### config.mk
export PLATFORM = sky130hd
export DESIGN_NAME = dic_ctrl_status
export DESIGN_NICKNAME = d
export VERILOG_FILES = /design/src/verilog/dic_ctrl_status.v /design/src/verilog/dic_event_detect.v
export VERILOG_INCLUDE_DIRS = /design/src /design/src/inc
export SDC_FILE = /design/constraint.sdc
export NUM_CORES = 1
export LEC_CHECK = 0
export BUFFER_PORTS_ARGS = -buffer_cell sky130_fd_sc_hd__buf_2
export CORE_UTILIZATION = 50
export CTS_CLUSTER_DIAMETER = 80
export CTS_CLUSTER_SIZE = 8
export DETAILED_ROUTE_END_ITERATION = 12
export PLACE_DENSITY = 0.75
export SLEW_MARGIN = 40
export SYNTH_ARGS = -nofsm -noshare
export SYNTH_HDL_FRONTEND = slang
export SYNTH_SLANG_ARGS = --single-unit
### constraint.sdc
create_clock -name I_REF_CLK -period 1.8 [get_ports I_REF_CLK]
set_clock_uncertainty 0.2 [all_clocks]
set_input_delay 0.18 -clock I_REF_CLK [delete_from_list [all_inputs] [get_ports I_REF_CLK]]
set_output_delay 0.18 -clock I_REF_CLK [all_outputs]
set_load 0.01 [all_outputs]
### src/inc/dic_regs.vh
// Register offsets, field positions and reset values of the DMA interface control bank
`ifndef DIC_REGS_VH
`define DIC_REGS_VH

`define DIC_ADDR_W        7
`define DIC_OFF_CMD       7'h00
`define DIC_OFF_DPSTAT    7'h01
`define DIC_OFF_FUNCT     7'h02
`define DIC_OFF_EVSTAT    7'h03

`define DIC_CMD_DIR       0
`define DIC_CMD_FNR       1
`define DIC_CMD_INV       2
`define DIC_CMD_EN        3
`define DIC_CMD_IEN_LO    4

`define DIC_DP_OFNE       0
`define DIC_DP_IFNE       1
`define DIC_DP_UNDER      2
`define DIC_DP_OVER       3
`define DIC_DP_FULL_LO    4
`define DIC_DP_AFULL      6
`define DIC_DP_IDV        7

`define DIC_FN_PLL        7
`define DIC_FN_CTL_LO     4

`define DIC_CMD_RST       8'h00
`define DIC_FUNCT_RST     8'h00

`endif

### src/verilog/dic_ctrl_status.v
// Command, data path status, function and event status register bank
`timescale 1ns/1ps
`default_nettype none
`include "dic_regs.vh"
module dic_ctrl_status #(
    parameter N_STAT = 4
) (
    input  wire                   I_REF_CLK,
    input  wire                   I_SRST,
    input  wire [`DIC_ADDR_W-1:0] I_REG_ADDR,
    input  wire [7:0]             I_REG_WDATA,
    input  wire                   I_REG_WR,
    output reg  [7:0]             O_REG_RDATA,
    input  wire                   I_DEVICE_IRQ_ENABLE,
    input  wire                   I_GLOBAL_EVENT_IRQ_ENABLE,
    input  wire [N_STAT-1:0]      I_STAT_POLARITY,
    input  wire [N_STAT-1:0]      I_USER_STAT,
    input  wire                   I_INPUT_VALID_LINE,
    input  wire                   I_OUTPUT_VALID_LINE,
    input  wire                   I_FAR_END_NOT_READY,
    input  wire                   I_IN_FIFO_ALMOST_FULL,
    input  wire                   I_IN_FIFO_FULL,
    input  wire                   I_IN_FIFO_HAS_DATA,
    input  wire                   I_OUT_FIFO_HAS_DATA,
    output wire                   O_DIRECTION_SELECT,
    output wire                   O_INVERT_DATA,
    output wire                   O_FORCE_NOT_READY,
    output wire                   O_INTERFACE_ENABLE,
    output reg                    O_FIFO_FLUSH,
    output wire                   O_PLL_ENABLE,
    output wire [2:0]             O_CLOCK_CTRL,
    output wire [3:0]             O_USER_FUNCT,
    output wire                   O_IRQ
);
    reg  [7:0]        cmd_r;
    reg  [7:0]        funct_r;
    reg               overflow_r;
    reg               underflow_r;
    reg               odv_d_r;
    reg  [7:0]        rdata_nxt;
    wire [N_STAT-1:0] sampled;
    wire [N_STAT-1:0] flags;
    wire              wr_cmd;
    wire              en_new;
    wire              en_rise;
    wire              en_fall;

    assign wr_cmd  = I_REG_WR && (I_REG_ADDR == `DIC_OFF_CMD);
    assign en_new  = I_REG_WDATA[`DIC_CMD_EN];
    assign en_rise = wr_cmd && en_new && !cmd_r[`DIC_CMD_EN];
    assign en_fall = wr_cmd && !en_new && cmd_r[`DIC_CMD_EN];

    // Direction is only trusted by software once enable goes high
    always @(posedge I_REF_CLK) begin
        if (I_SRST) begin
            cmd_r   <= `DIC_CMD_RST;
            funct_r <= `DIC_FUNCT_RST;
        end else begin
            if (wr_cmd)
                cmd_r <= I_REG_WDATA;
            // A fall of enable drops the stored direction
            if (en_fall)
                cmd_r[`DIC_CMD_DIR] <= 1'b0;
            if (I_REG_WR && (I_REG_ADDR == `DIC_OFF_FUNCT))
                funct_r <= I_REG_WDATA;
        end
    end

    // Flush pulse on re-enable after a clear
    always @(posedge I_REF_CLK) begin
        if (I_SRST)
            O_FIFO_FLUSH <= 1'b0;
        else
            O_FIFO_FLUSH <= en_rise;
    end

    // Sticky data path errors; only reset or an enable toggle clears them
    always @(posedge I_REF_CLK) begin
        if (I_SRST) begin
            overflow_r  <= 1'b0;
            underflow_r <= 1'b0;
            odv_d_r     <= 1'b0;
        end else begin
            odv_d_r <= I_OUTPUT_VALID_LINE;
            if (I_INPUT_VALID_LINE && I_IN_FIFO_FULL)
                overflow_r <= 1'b1;
            else if (en_rise || en_fall)
                overflow_r <= 1'b0;
            if (odv_d_r && !I_OUTPUT_VALID_LINE && !I_OUT_FIFO_HAS_DATA
                && !I_FAR_END_NOT_READY)
                underflow_r <= 1'b1;
            else if (en_rise || en_fall)
                underflow_r <= 1'b0;
        end
    end

    dic_event_detect #(
        .N (N_STAT)
    ) u_evt (
        .i_clk      (I_REF_CLK),
        .i_rst      (I_SRST),
        .i_stat     (I_USER_STAT),
        .i_polarity (I_STAT_POLARITY),
        .i_bit_en   (cmd_r[`DIC_CMD_IEN_LO +: N_STAT]),
        .o_sampled  (sampled),
        .o_flags    (flags)
    );

    // Global gate leaves flags untouched so the driver can poll others
    assign O_IRQ = I_DEVICE_IRQ_ENABLE && I_GLOBAL_EVENT_IRQ_ENABLE
                 && |(flags & cmd_r[`DIC_CMD_IEN_LO +: N_STAT]);

    assign O_DIRECTION_SELECT = cmd_r[`DIC_CMD_DIR];
    assign O_INVERT_DATA      = cmd_r[`DIC_CMD_INV];
    assign O_FORCE_NOT_READY  = cmd_r[`DIC_CMD_FNR];
    assign O_INTERFACE_ENABLE = cmd_r[`DIC_CMD_EN];
    assign O_PLL_ENABLE       = funct_r[`DIC_FN_PLL];
    assign O_CLOCK_CTRL       = funct_r[`DIC_FN_CTL_LO +: 3];
    assign O_USER_FUNCT       = funct_r[3:0];

    always @* begin
        rdata_nxt = 8'h00;
        case (I_REG_ADDR)
            `DIC_OFF_CMD:    rdata_nxt = cmd_r;
            `DIC_OFF_DPSTAT: begin
                rdata_nxt[`DIC_DP_IDV]   = I_INPUT_VALID_LINE;
                rdata_nxt[`DIC_DP_AFULL] = I_IN_FIFO_ALMOST_FULL;
                rdata_nxt[`DIC_DP_FULL_LO +: 2] = {2{I_IN_FIFO_FULL}};
                rdata_nxt[`DIC_DP_OVER]  = overflow_r;
                rdata_nxt[`DIC_DP_UNDER] = underflow_r;
                rdata_nxt[`DIC_DP_IFNE]  = I_IN_FIFO_HAS_DATA;
                rdata_nxt[`DIC_DP_OFNE]  = I_OUT_FIFO_HAS_DATA;
            end
            `DIC_OFF_FUNCT:  rdata_nxt = funct_r;
            `DIC_OFF_EVSTAT: rdata_nxt = {flags, sampled};
            default:         rdata_nxt = 8'h00;
        endcase
    end

    always @(posedge I_REF_CLK) begin
        if (I_SRST)
            O_REG_RDATA <= 8'h00;
        else
            O_REG_RDATA <= rdata_nxt;
    end
endmodule
`default_nettype wire

### src/verilog/dic_event_detect.v
// Status input sampling and sticky edge event flags
`timescale 1ns/1ps
`default_nettype none
module dic_event_detect #(
    parameter N = 4
) (
    input  wire         i_clk,
    input  wire         i_rst,
    input  wire [N-1:0] i_stat,
    input  wire [N-1:0] i_polarity,
    input  wire [N-1:0] i_bit_en,
    output reg  [N-1:0] o_sampled,
    output reg  [N-1:0] o_flags
);
    reg  [N-1:0] prev_r;
    reg  [N-1:0] en_d_r;
    wire [N-1:0] event_hit;
    wire [N-1:0] en_fall;

    // Event on the selected change between consecutive samples
    assign event_hit = i_polarity & (prev_r & ~o_sampled)
                     | ~i_polarity & (~prev_r & o_sampled);
    assign en_fall = en_d_r & ~i_bit_en;

    always @(posedge i_clk) begin
        if (i_rst) begin
            o_sampled <= {N{1'b0}};
            prev_r    <= {N{1'b0}};
            en_d_r    <= {N{1'b0}};
            o_flags   <= {N{1'b0}};
        end else begin
            o_sampled <= i_stat;
            prev_r    <= o_sampled;
            en_d_r    <= i_bit_en;
            // Set beats clear; clear happens on enable being dropped
            o_flags   <= (o_flags & ~en_fall) | event_hit;
        end
    end
endmodule
`default_nettype wire
# Word-level counts from Yosys, hierarchy flattened
# Index checks and enable logic that the tools add are counted.
# W data, S select, Z words.
[classes]
mul = 0
n_reduce_logical = 23
n_eq_ne = 3
n_addsub = 0
magnitude_cmp = 0
bitwise_logic = 14
n_mux = 4
shift = 0
div_mod_pow = 0
[ops]
columns = ["op", "n"]
rows = [
  ["$pmux W8 S4", 1],
  ["$and A4 B4 Y4", 7],
  ["$not A4 Y4", 5],
  ["$eq A7 B2 Y1 const B", 2],
  ["$logic_and A1 B1 Y1", 12],
  ["$or A4 B4 Y4", 2],
  ["$eq A7 B1 Y1 const B", 1],
  ["$logic_not A7 Y1", 1],
  ["$logic_not A1 Y1", 5],
  ["$reduce_bool A2 Y1", 2],
  ["$reduce_or A4 Y1", 1],
  ["$mux W1", 3],
  ["$reduce_or A2 Y1", 1],
  ["$logic_or A1 B1 Y1", 1],
]
[totals]
latch_bits = 0
ram_bits = 0
n_memories = 0
regBits = 44
wordCells = 56
inputBits = 35
romBits = 0
output_inout_bits = 22

# Longest topological paths before layout
[depth]
ltp_word = 7
depth_mapped = 5

# Hierarchy
# From an unflattened synthesis, not the netlist that was laid out.
[hier_totals]
hier_cells = 168
area_unflattened_um2 = 1819.2
[by_module_without_submodules]
columns = ["module", "seq_area_each_um2", "area_per_inst_um2", "cells_each", "n_inst"]
rows = [
  ["dic_ctrl_status", 560.5, 1291.2, 119, 1],
  ["dic_event_detect", 320.3, 528.0, 49, 1],
]

# Worst setup path before layout
# No wires, ideal clock.
[synth_path]
kind = "in2reg"
start = "in I_REG_ADDR[0]"
end = "reg cmd_r[0]"
arrival_time_ps = 1192
setup_slack_ps = 287
path_buffers = 2
setup_time_ps = 121
cell_stages = 5
cell_sequence = "buf_6 > nor4b_4 > and2_1 > buf_6 > mux2_4"
[synth_between]
elab_chain_len = 5
[synth_lines]
columns = ["item", "line", "rtl"]
rows = [
  ["start: declaration", "dic_ctrl_status.v:10", "input wire [`DIC_ADDR_W-1:0] I_REG_ADDR,"],
  ["$logic_not A7 Y1 *", "-", ""],
  ["$logic_and A1 B1 Y1 *", "dic_ctrl_status.v:48", "assign wr_cmd = I_REG_WR && (I_REG_ADDR == `DIC_OFF_CMD);"],
  ["$logic_and A1 B1 Y1 (2 in a row)", "dic_ctrl_status.v:51", "assign en_fall = wr_cmd && !en_new && cmd_r[`DIC_CMD_EN];"],
  ["$reduce_or A2 Y1 (no source line)", "-", ""],
  ["end signal: assignment", "dic_ctrl_status.v:56", "cmd_r <= `DIC_CMD_RST;"],
  ["end: declaration", "dic_ctrl_status.v:35", "reg [7:0] cmd_r;"],
]
# Mark *: on every way between the ends. The rest lies on a longest branch, timed or not.
# A chain may end at the register's enable or synchronous reset.

# Final worst setup path
[layout_path]
start = "in I_OUTPUT_VALID_LINE"
end = "reg underflow_r"
[layout_between]
elab_chain_len = 5
word_cells_on_any_way = 6
[layout_lines]
columns = ["item", "line", "rtl"]
rows = [
  ["start: declaration", "dic_ctrl_status.v:19", "input wire I_OUTPUT_VALID_LINE,"],
  ["$logic_not A1 Y1 *", "dic_ctrl_status.v:89", "if (odv_d_r && !I_OUTPUT_VALID_LINE && !I_OUT_FIFO_HAS_DATA"],
  ["$logic_and A1 B1 Y1 * (2 in a row)", "dic_ctrl_status.v:89", ""],
  ["$logic_and A1 B1 Y1 *", "dic_ctrl_status.v:90", "&& !I_FAR_END_NOT_READY)"],
  ["$mux W1 or $reduce_bool A2 Y1 (tied branches)", "-", ""],
  ["end signal: assignment", "dic_ctrl_status.v:81", "underflow_r <= 1'b0;"],
  ["end signal: assignment", "dic_ctrl_status.v:91", "underflow_r <= 1'b1;"],
  ["end signal: assignment", "dic_ctrl_status.v:93", "underflow_r <= 1'b0;"],
  ["end: declaration", "dic_ctrl_status.v:38", "reg underflow_r;"],
]
# Marked as above.

==> flow_summary.html <==
<table>
<tr><th>Metric</th><th>Value</th></tr>
<tr><th colspan="2">Placed design</th></tr>
<tr><td>DP Wirelength</td><td>roughly 3.1 mm</td></tr>
<tr><td>Number of port buffers</td><td>56</td></tr>
<tr><td>Total placed instance area</td><td>roughly 2100 um^2</td></tr>
<tr><td># placed instances</td><td>approximately 270</td></tr>
<tr><td>Routability Congestion</td><td>around 0.84</td></tr>
<tr><th colspan="2">Clock tree</th></tr>
<tr><td>Root Driver</td><td>clkbuf_4</td></tr>
<tr><td>Postcts setup bufs</td><td>0</td></tr>
<tr><td>Source-to-sink clock delay at the later pin of the worst-skew pair</td><td>0.35 ns</td></tr>
<tr><td>Number of sinks handled by clock tree synthesis</td><td>44</td></tr>
<tr><td>H-tree depth reported by CTS</td><td>2</td></tr>
<tr><td>Clock transition time at the flip-flop clock pins of the worst setup and hold paths</td><td>about 0.12 ns</td></tr>
<tr><td>Max clock buf depth</td><td>2</td></tr>
<tr><td>TritonCTS clock tree</td><td>done</td></tr>
<tr><td>CTS buffer count</td><td>5</td></tr>
<tr><th colspan="2">Critical path</th></tr>
<tr><td>Dominant delay contributor by cell family on the critical path</td><td>buffers and inverters</td></tr>
<tr><td>Worst setup path startpoint</td><td>I_OUTPUT_VALID_LINE</td></tr>
<tr><td>Terminus of the critical flop-to-flop path</td><td>u_evt.o_flags[3]</td></tr>
<tr><td>Bufs and invs on worst path</td><td>2</td></tr>
<tr><td>Critical path fanouts, max</td><td>2</td></tr>
<tr><td>Instance count on the critical path</td><td>5</td></tr>
<tr><td>Launch instance of the worst register-to-register path</td><td>cmd_r[7]</td></tr>
<tr><td>Delay contributed by the slowest stage of the critical path</td><td>0.66 ns</td></tr>
<tr><td>Crit path max-delay cell type</td><td>or4b_2</td></tr>
<tr><td>Class of the most critical setup path</td><td>input pin to flip-flop</td></tr>
<tr><td>Worst setup path endpoint</td><td>underflow_r</td></tr>
<tr><td>Endpoint type of the worst setup path</td><td>flip-flop</td></tr>
<tr><td>Path depth of the worst reg2reg path</td><td>4</td></tr>
<tr><td>Worst endpoint data arrival time</td><td>around 1.8 ns</td></tr>
<tr><td>Ordered cell list for the critical path</td><td>dlygate4sd3_1, buf_2, or4b_2, a21oi_1, o21a_1</td></tr>
<tr><td>Worst Path Required</td><td>1.90 ns</td></tr>
<tr><td>Crit start category</td><td>input pin</td></tr>
<tr><td>Register-to-Register Setup Slack</td><td>0.19 ns</td></tr>
<tr><th colspan="2">Layout</th></tr>
<tr><td>Sequential cell area</td><td>~900 um^2</td></tr>
<tr><td>Number of standard cells in the layout, taps in and fillers out</td><td>296</td></tr>
<tr><td>Synthesis-to-layout area growth</td><td>34.1%</td></tr>
<tr><td>Share of final-layout standard cells stronger than drive strength 1</td><td>about 32%</td></tr>
<tr><td>Antenna diode count</td><td>0</td></tr>
<tr><td>Fill cells</td><td>around 250</td></tr>
<tr><td>Area taken by multi-input logic gates</td><td>between 800 and 900 um^2</td></tr>
<tr><td>Post-layout nets</td><td>284</td></tr>
<tr><td>Final design instance area without fill</td><td>between 2000 and 2500 um^2</td></tr>
<tr><th colspan="2">Timing</th></tr>
<tr><td>Minimum period implied by the final worst setup slack</td><td>between 1.5 and 2 ns</td></tr>
<tr><td>Hold WS</td><td>around 0.027 ns</td></tr>
<tr><td>Accumulated negative setup slack</td><td>0 ns</td></tr>
<tr><td>Endpoints failing setup</td><td>0</td></tr>
<tr><td>Relative slew margins</td><td>between 60% and 70%</td></tr>
<tr><td>Count of endpoints failing hold in the final timing report</td><td>0</td></tr>
<tr><td>Final Cycle Share</td><td>between 90% and 100%</td></tr>
<tr><td>Maximum clock rate</td><td>0.591 GHz</td></tr>
<tr><td>Unrepaired setup endpoints after global routing</td><td>no</td></tr>
<tr><td>Pins over their slew limit</td><td>0</td></tr>
<tr><td>Slew at the pin closest to its max-slew limit</td><td>just under 0.6 ns</td></tr>
<tr><th colspan="2">Routing</th></tr>
<tr><td>Post-detailed-route wirelength per cell</td><td>15.0 um</td></tr>
<tr><td>DRC</td><td>0</td></tr>
<tr><td>Count of antenna-violating nets left after detailed routing</td><td>0</td></tr>
<tr><td>First-pass DRT Iterations</td><td>4</td></tr>
<tr><td>Via/cell ratio</td><td>between 5 and 6</td></tr>
<tr><td>Total wire length</td><td>around 4.4 mm</td></tr>
<tr><td>Via count of the routed design</td><td>around 1.5k</td></tr>
<tr><td>Violation count after the first detailed-routing iteration</td><td>70</td></tr>
<tr><th colspan="2">Die</th></tr>
<tr><td>Die area</td><td>3920 um^2</td></tr>
<tr><td>Floorplan row count</td><td>21</td></tr>
<tr><td>Die X</td><td>62.6 um</td></tr>
<tr><td>Die outline height</td><td>around 63 um</td></tr>
<tr><td>Effective utilization at floorplan</td><td>between 50% and 60%</td></tr>
<tr><td>Core box area</td><td>~3400 um^2</td></tr>
<tr><td>Boundary pin count</td><td>57</td></tr>
<tr><th colspan="2">Yosys</th></tr>
<tr><td>Warnings from Yosys</td><td>0</td></tr>
<tr><td>Net count after synthesis</td><td>between 200 and 250</td></tr>
<tr><td>Proportion of synthesized flip-flops having asynchronous set or reset</td><td>0%</td></tr>
<tr><td>Prevailing post-synth register cell</td><td>dfxtp_1</td></tr>
<tr><td>Cell types occupying the most area after synthesis</td><td>dfxtp_1 48%, mux4_2 9.8%, mux2i_1 8.2%, nand2b_1 8.2%, nor2b_1 3.4%</td></tr>
<tr><td>Leading cell types by count after synthesis</td><td>44 x dfxtp_1, 24 x nand2b_1, 15 x mux2i_1, 10 x nor2b_1</td></tr>
<tr><td>Top-area cell type share of the netlist area</td><td>48.0%</td></tr>
<tr><td>Combined area of all synthesized cells</td><td>approximately 1800 um^2</td></tr>
<tr><td>Synthesized area per cell</td><td>between 10 and 15 um^2</td></tr>
<tr><td>Seq cells post-synth</td><td>44</td></tr>
<tr><td>Leading area contributor after synthesis</td><td>dfxtp_1</td></tr>
<tr><td>Most used standard cell by instance count after synthesis</td><td>dfxtp_1</td></tr>
<tr><td>EDFF count, synth</td><td>0</td></tr>
<tr><td>Sequential fraction of the synthesis area</td><td>a little under half</td></tr>
<tr><td>Post-synthesis instance total</td><td>between 150 and 200</td></tr>
<tr><td>Number of library cell types mapped by synthesis</td><td>30</td></tr>
<tr><th colspan="2">Status</th></tr>
<tr><td>Status</td><td>complete, no violations</td></tr>
<tr><th colspan="2">Global route</th></tr>
<tr><td>Global route total overflow</td><td>0</td></tr>
<tr><td>Overall global routing resource usage</td><td>25.2%</td></tr>
<tr><td>Number of antenna violations at the first check in global routing</td><td>0</td></tr>
<tr><td>Via count of the first global-routing pass</td><td>1604</td></tr>
<tr><td>Wire length of the first global-routing pass</td><td>7.54 mm</td></tr>
<tr><td>Pin count of the biggest net entering global routing</td><td>27</td></tr>
<tr><th colspan="2">Power and ir drop</th></tr>
<tr><td>Worst-case vdd ir drop</td><td>between 0.0007 and 0.0008 V</td></tr>
<tr><td>Leakage component of the power</td><td>1.15 nW</td></tr>
<tr><td>Power per unit of standard cell area</td><td>around 740 nW/um^2</td></tr>
<tr><th colspan="2">Min path</th></tr>
<tr><td>Cell count of the worst hold path</td><td>4</td></tr>
<tr><td>Path category of the worst min-delay check</td><td>input pin to flip-flop</td></tr>
<tr><th colspan="2">Run</th></tr>
<tr><td>Max-cap viol count</td><td>0</td></tr>
</table>
-- timing repair --
action                                  CTS  global route
hold buffers                             23             0
endpoints found under the hold margin    27             0
endpoints found under the setup margin    0             1
gates resized for setup                   0             1
-- cell families after synthesis --
family                    after synthesis  synth area share (%)
and+or+nand+nor                        65                  22.4
AOI/OAI and AO/OA                      17                  5.52
DFF                                    44                  48.0
xor gates and xnor gates                1                 0.477
buffers and inverters                  17                  4.77
muxes                                  24                  18.8
-- worst register-to-register path: stages, from the launching register on --
cell	delay (ns)
dfxtp_1	0.36
nand2b_1	0.16
a21oi_1	0.14
a21oi_1	0.08
dlygate4sd3_1	0.57
-- per-stage QoR --
step	power, mW	util (%)	setup slack (ns)
final	1.81	72.1	0.108
after global routing	1.90	72.1	0.0690
after CTS	1.82	71.9	0.121
after detailed placement	1.17	62.7	0.144
after global placement	1.16	62.7	0.238
after floorplan	1.11	-	0.287
-- placed cells by master (no fill, tap or decap), types with 2 or more instances in the layout --
master,count
o21ai_0,3
nand2b_1,24
dfxtp_1,44
buf_4,3
mux4_2,8
nor3_1,2
inv_1,9
clkbuf_4,5
a22oi_1,2
nor2b_1,10
a21oi_1,6
dlygate4sd3_1,23
and3_1,9
nor2_1,3
buf_2,56
mux2i_1,15
a31oi_1,3
nand2_1,6
nand3b_1,4
-- how the worst min path moves through the flow --
stage	from	end
final	I_FAR_END_NOT_READY	underflow_r
after global routing	I_FAR_END_NOT_READY	underflow_r
after CTS	I_FAR_END_NOT_READY	underflow_r
after detailed placement	I_USER_STAT[0]	u_evt.o_sampled[0]
after global placement	I_USER_STAT[0]	u_evt.o_sampled[0]
after floorplan	I_OUTPUT_VALID_LINE	odv_d_r
-- metal layers --
| layer | global-route usage, % | vias to the layer above | part of all wire (%) |
|---|---|---|---|
| met5 | 0 | - | 0 |
| met3 | 5.47 | 11 | 5.0 |
| met2 | 44.8 | 47 | 53 |
| met1 | 29.1 | 747 | 40 |
| li1 | - | 742 | - |
| met4 | 10.2 | 0 | 2.0 |
-- where the power goes --
group          total [mW]  switching, mW  internal (mW)
clock network       0.620          0.323          0.297
logic               0.186         0.0757          0.111
registers            1.01         0.0141          0.993
total                1.81          0.413           1.40
-- sequential cells by signal (all words and copies together), names as in the netlist, 4 cells and up --
signal	count
O_REG_RDATA	8
cmd_r	8
funct_r	8
u_evt.en_d_r	4
u_evt.o_flags	4
u_evt.o_sampled	4
u_evt.prev_r	4
-- final cells by class --
| cell class | count | area share [%] |
|---|---|---|
| sequential | 44 | 35.8 |
| multi-input combinational | 107 | 35.4 |
| timing repair buffer | 82 | 21.7 |
| inverter | 9 | 1.37 |
| clock buffer | 5 | 1.53 |
| clock inverter | 3 | 1.88 |
| tap | 46 | 2.34 |
(Power assumes the default switching activity.)
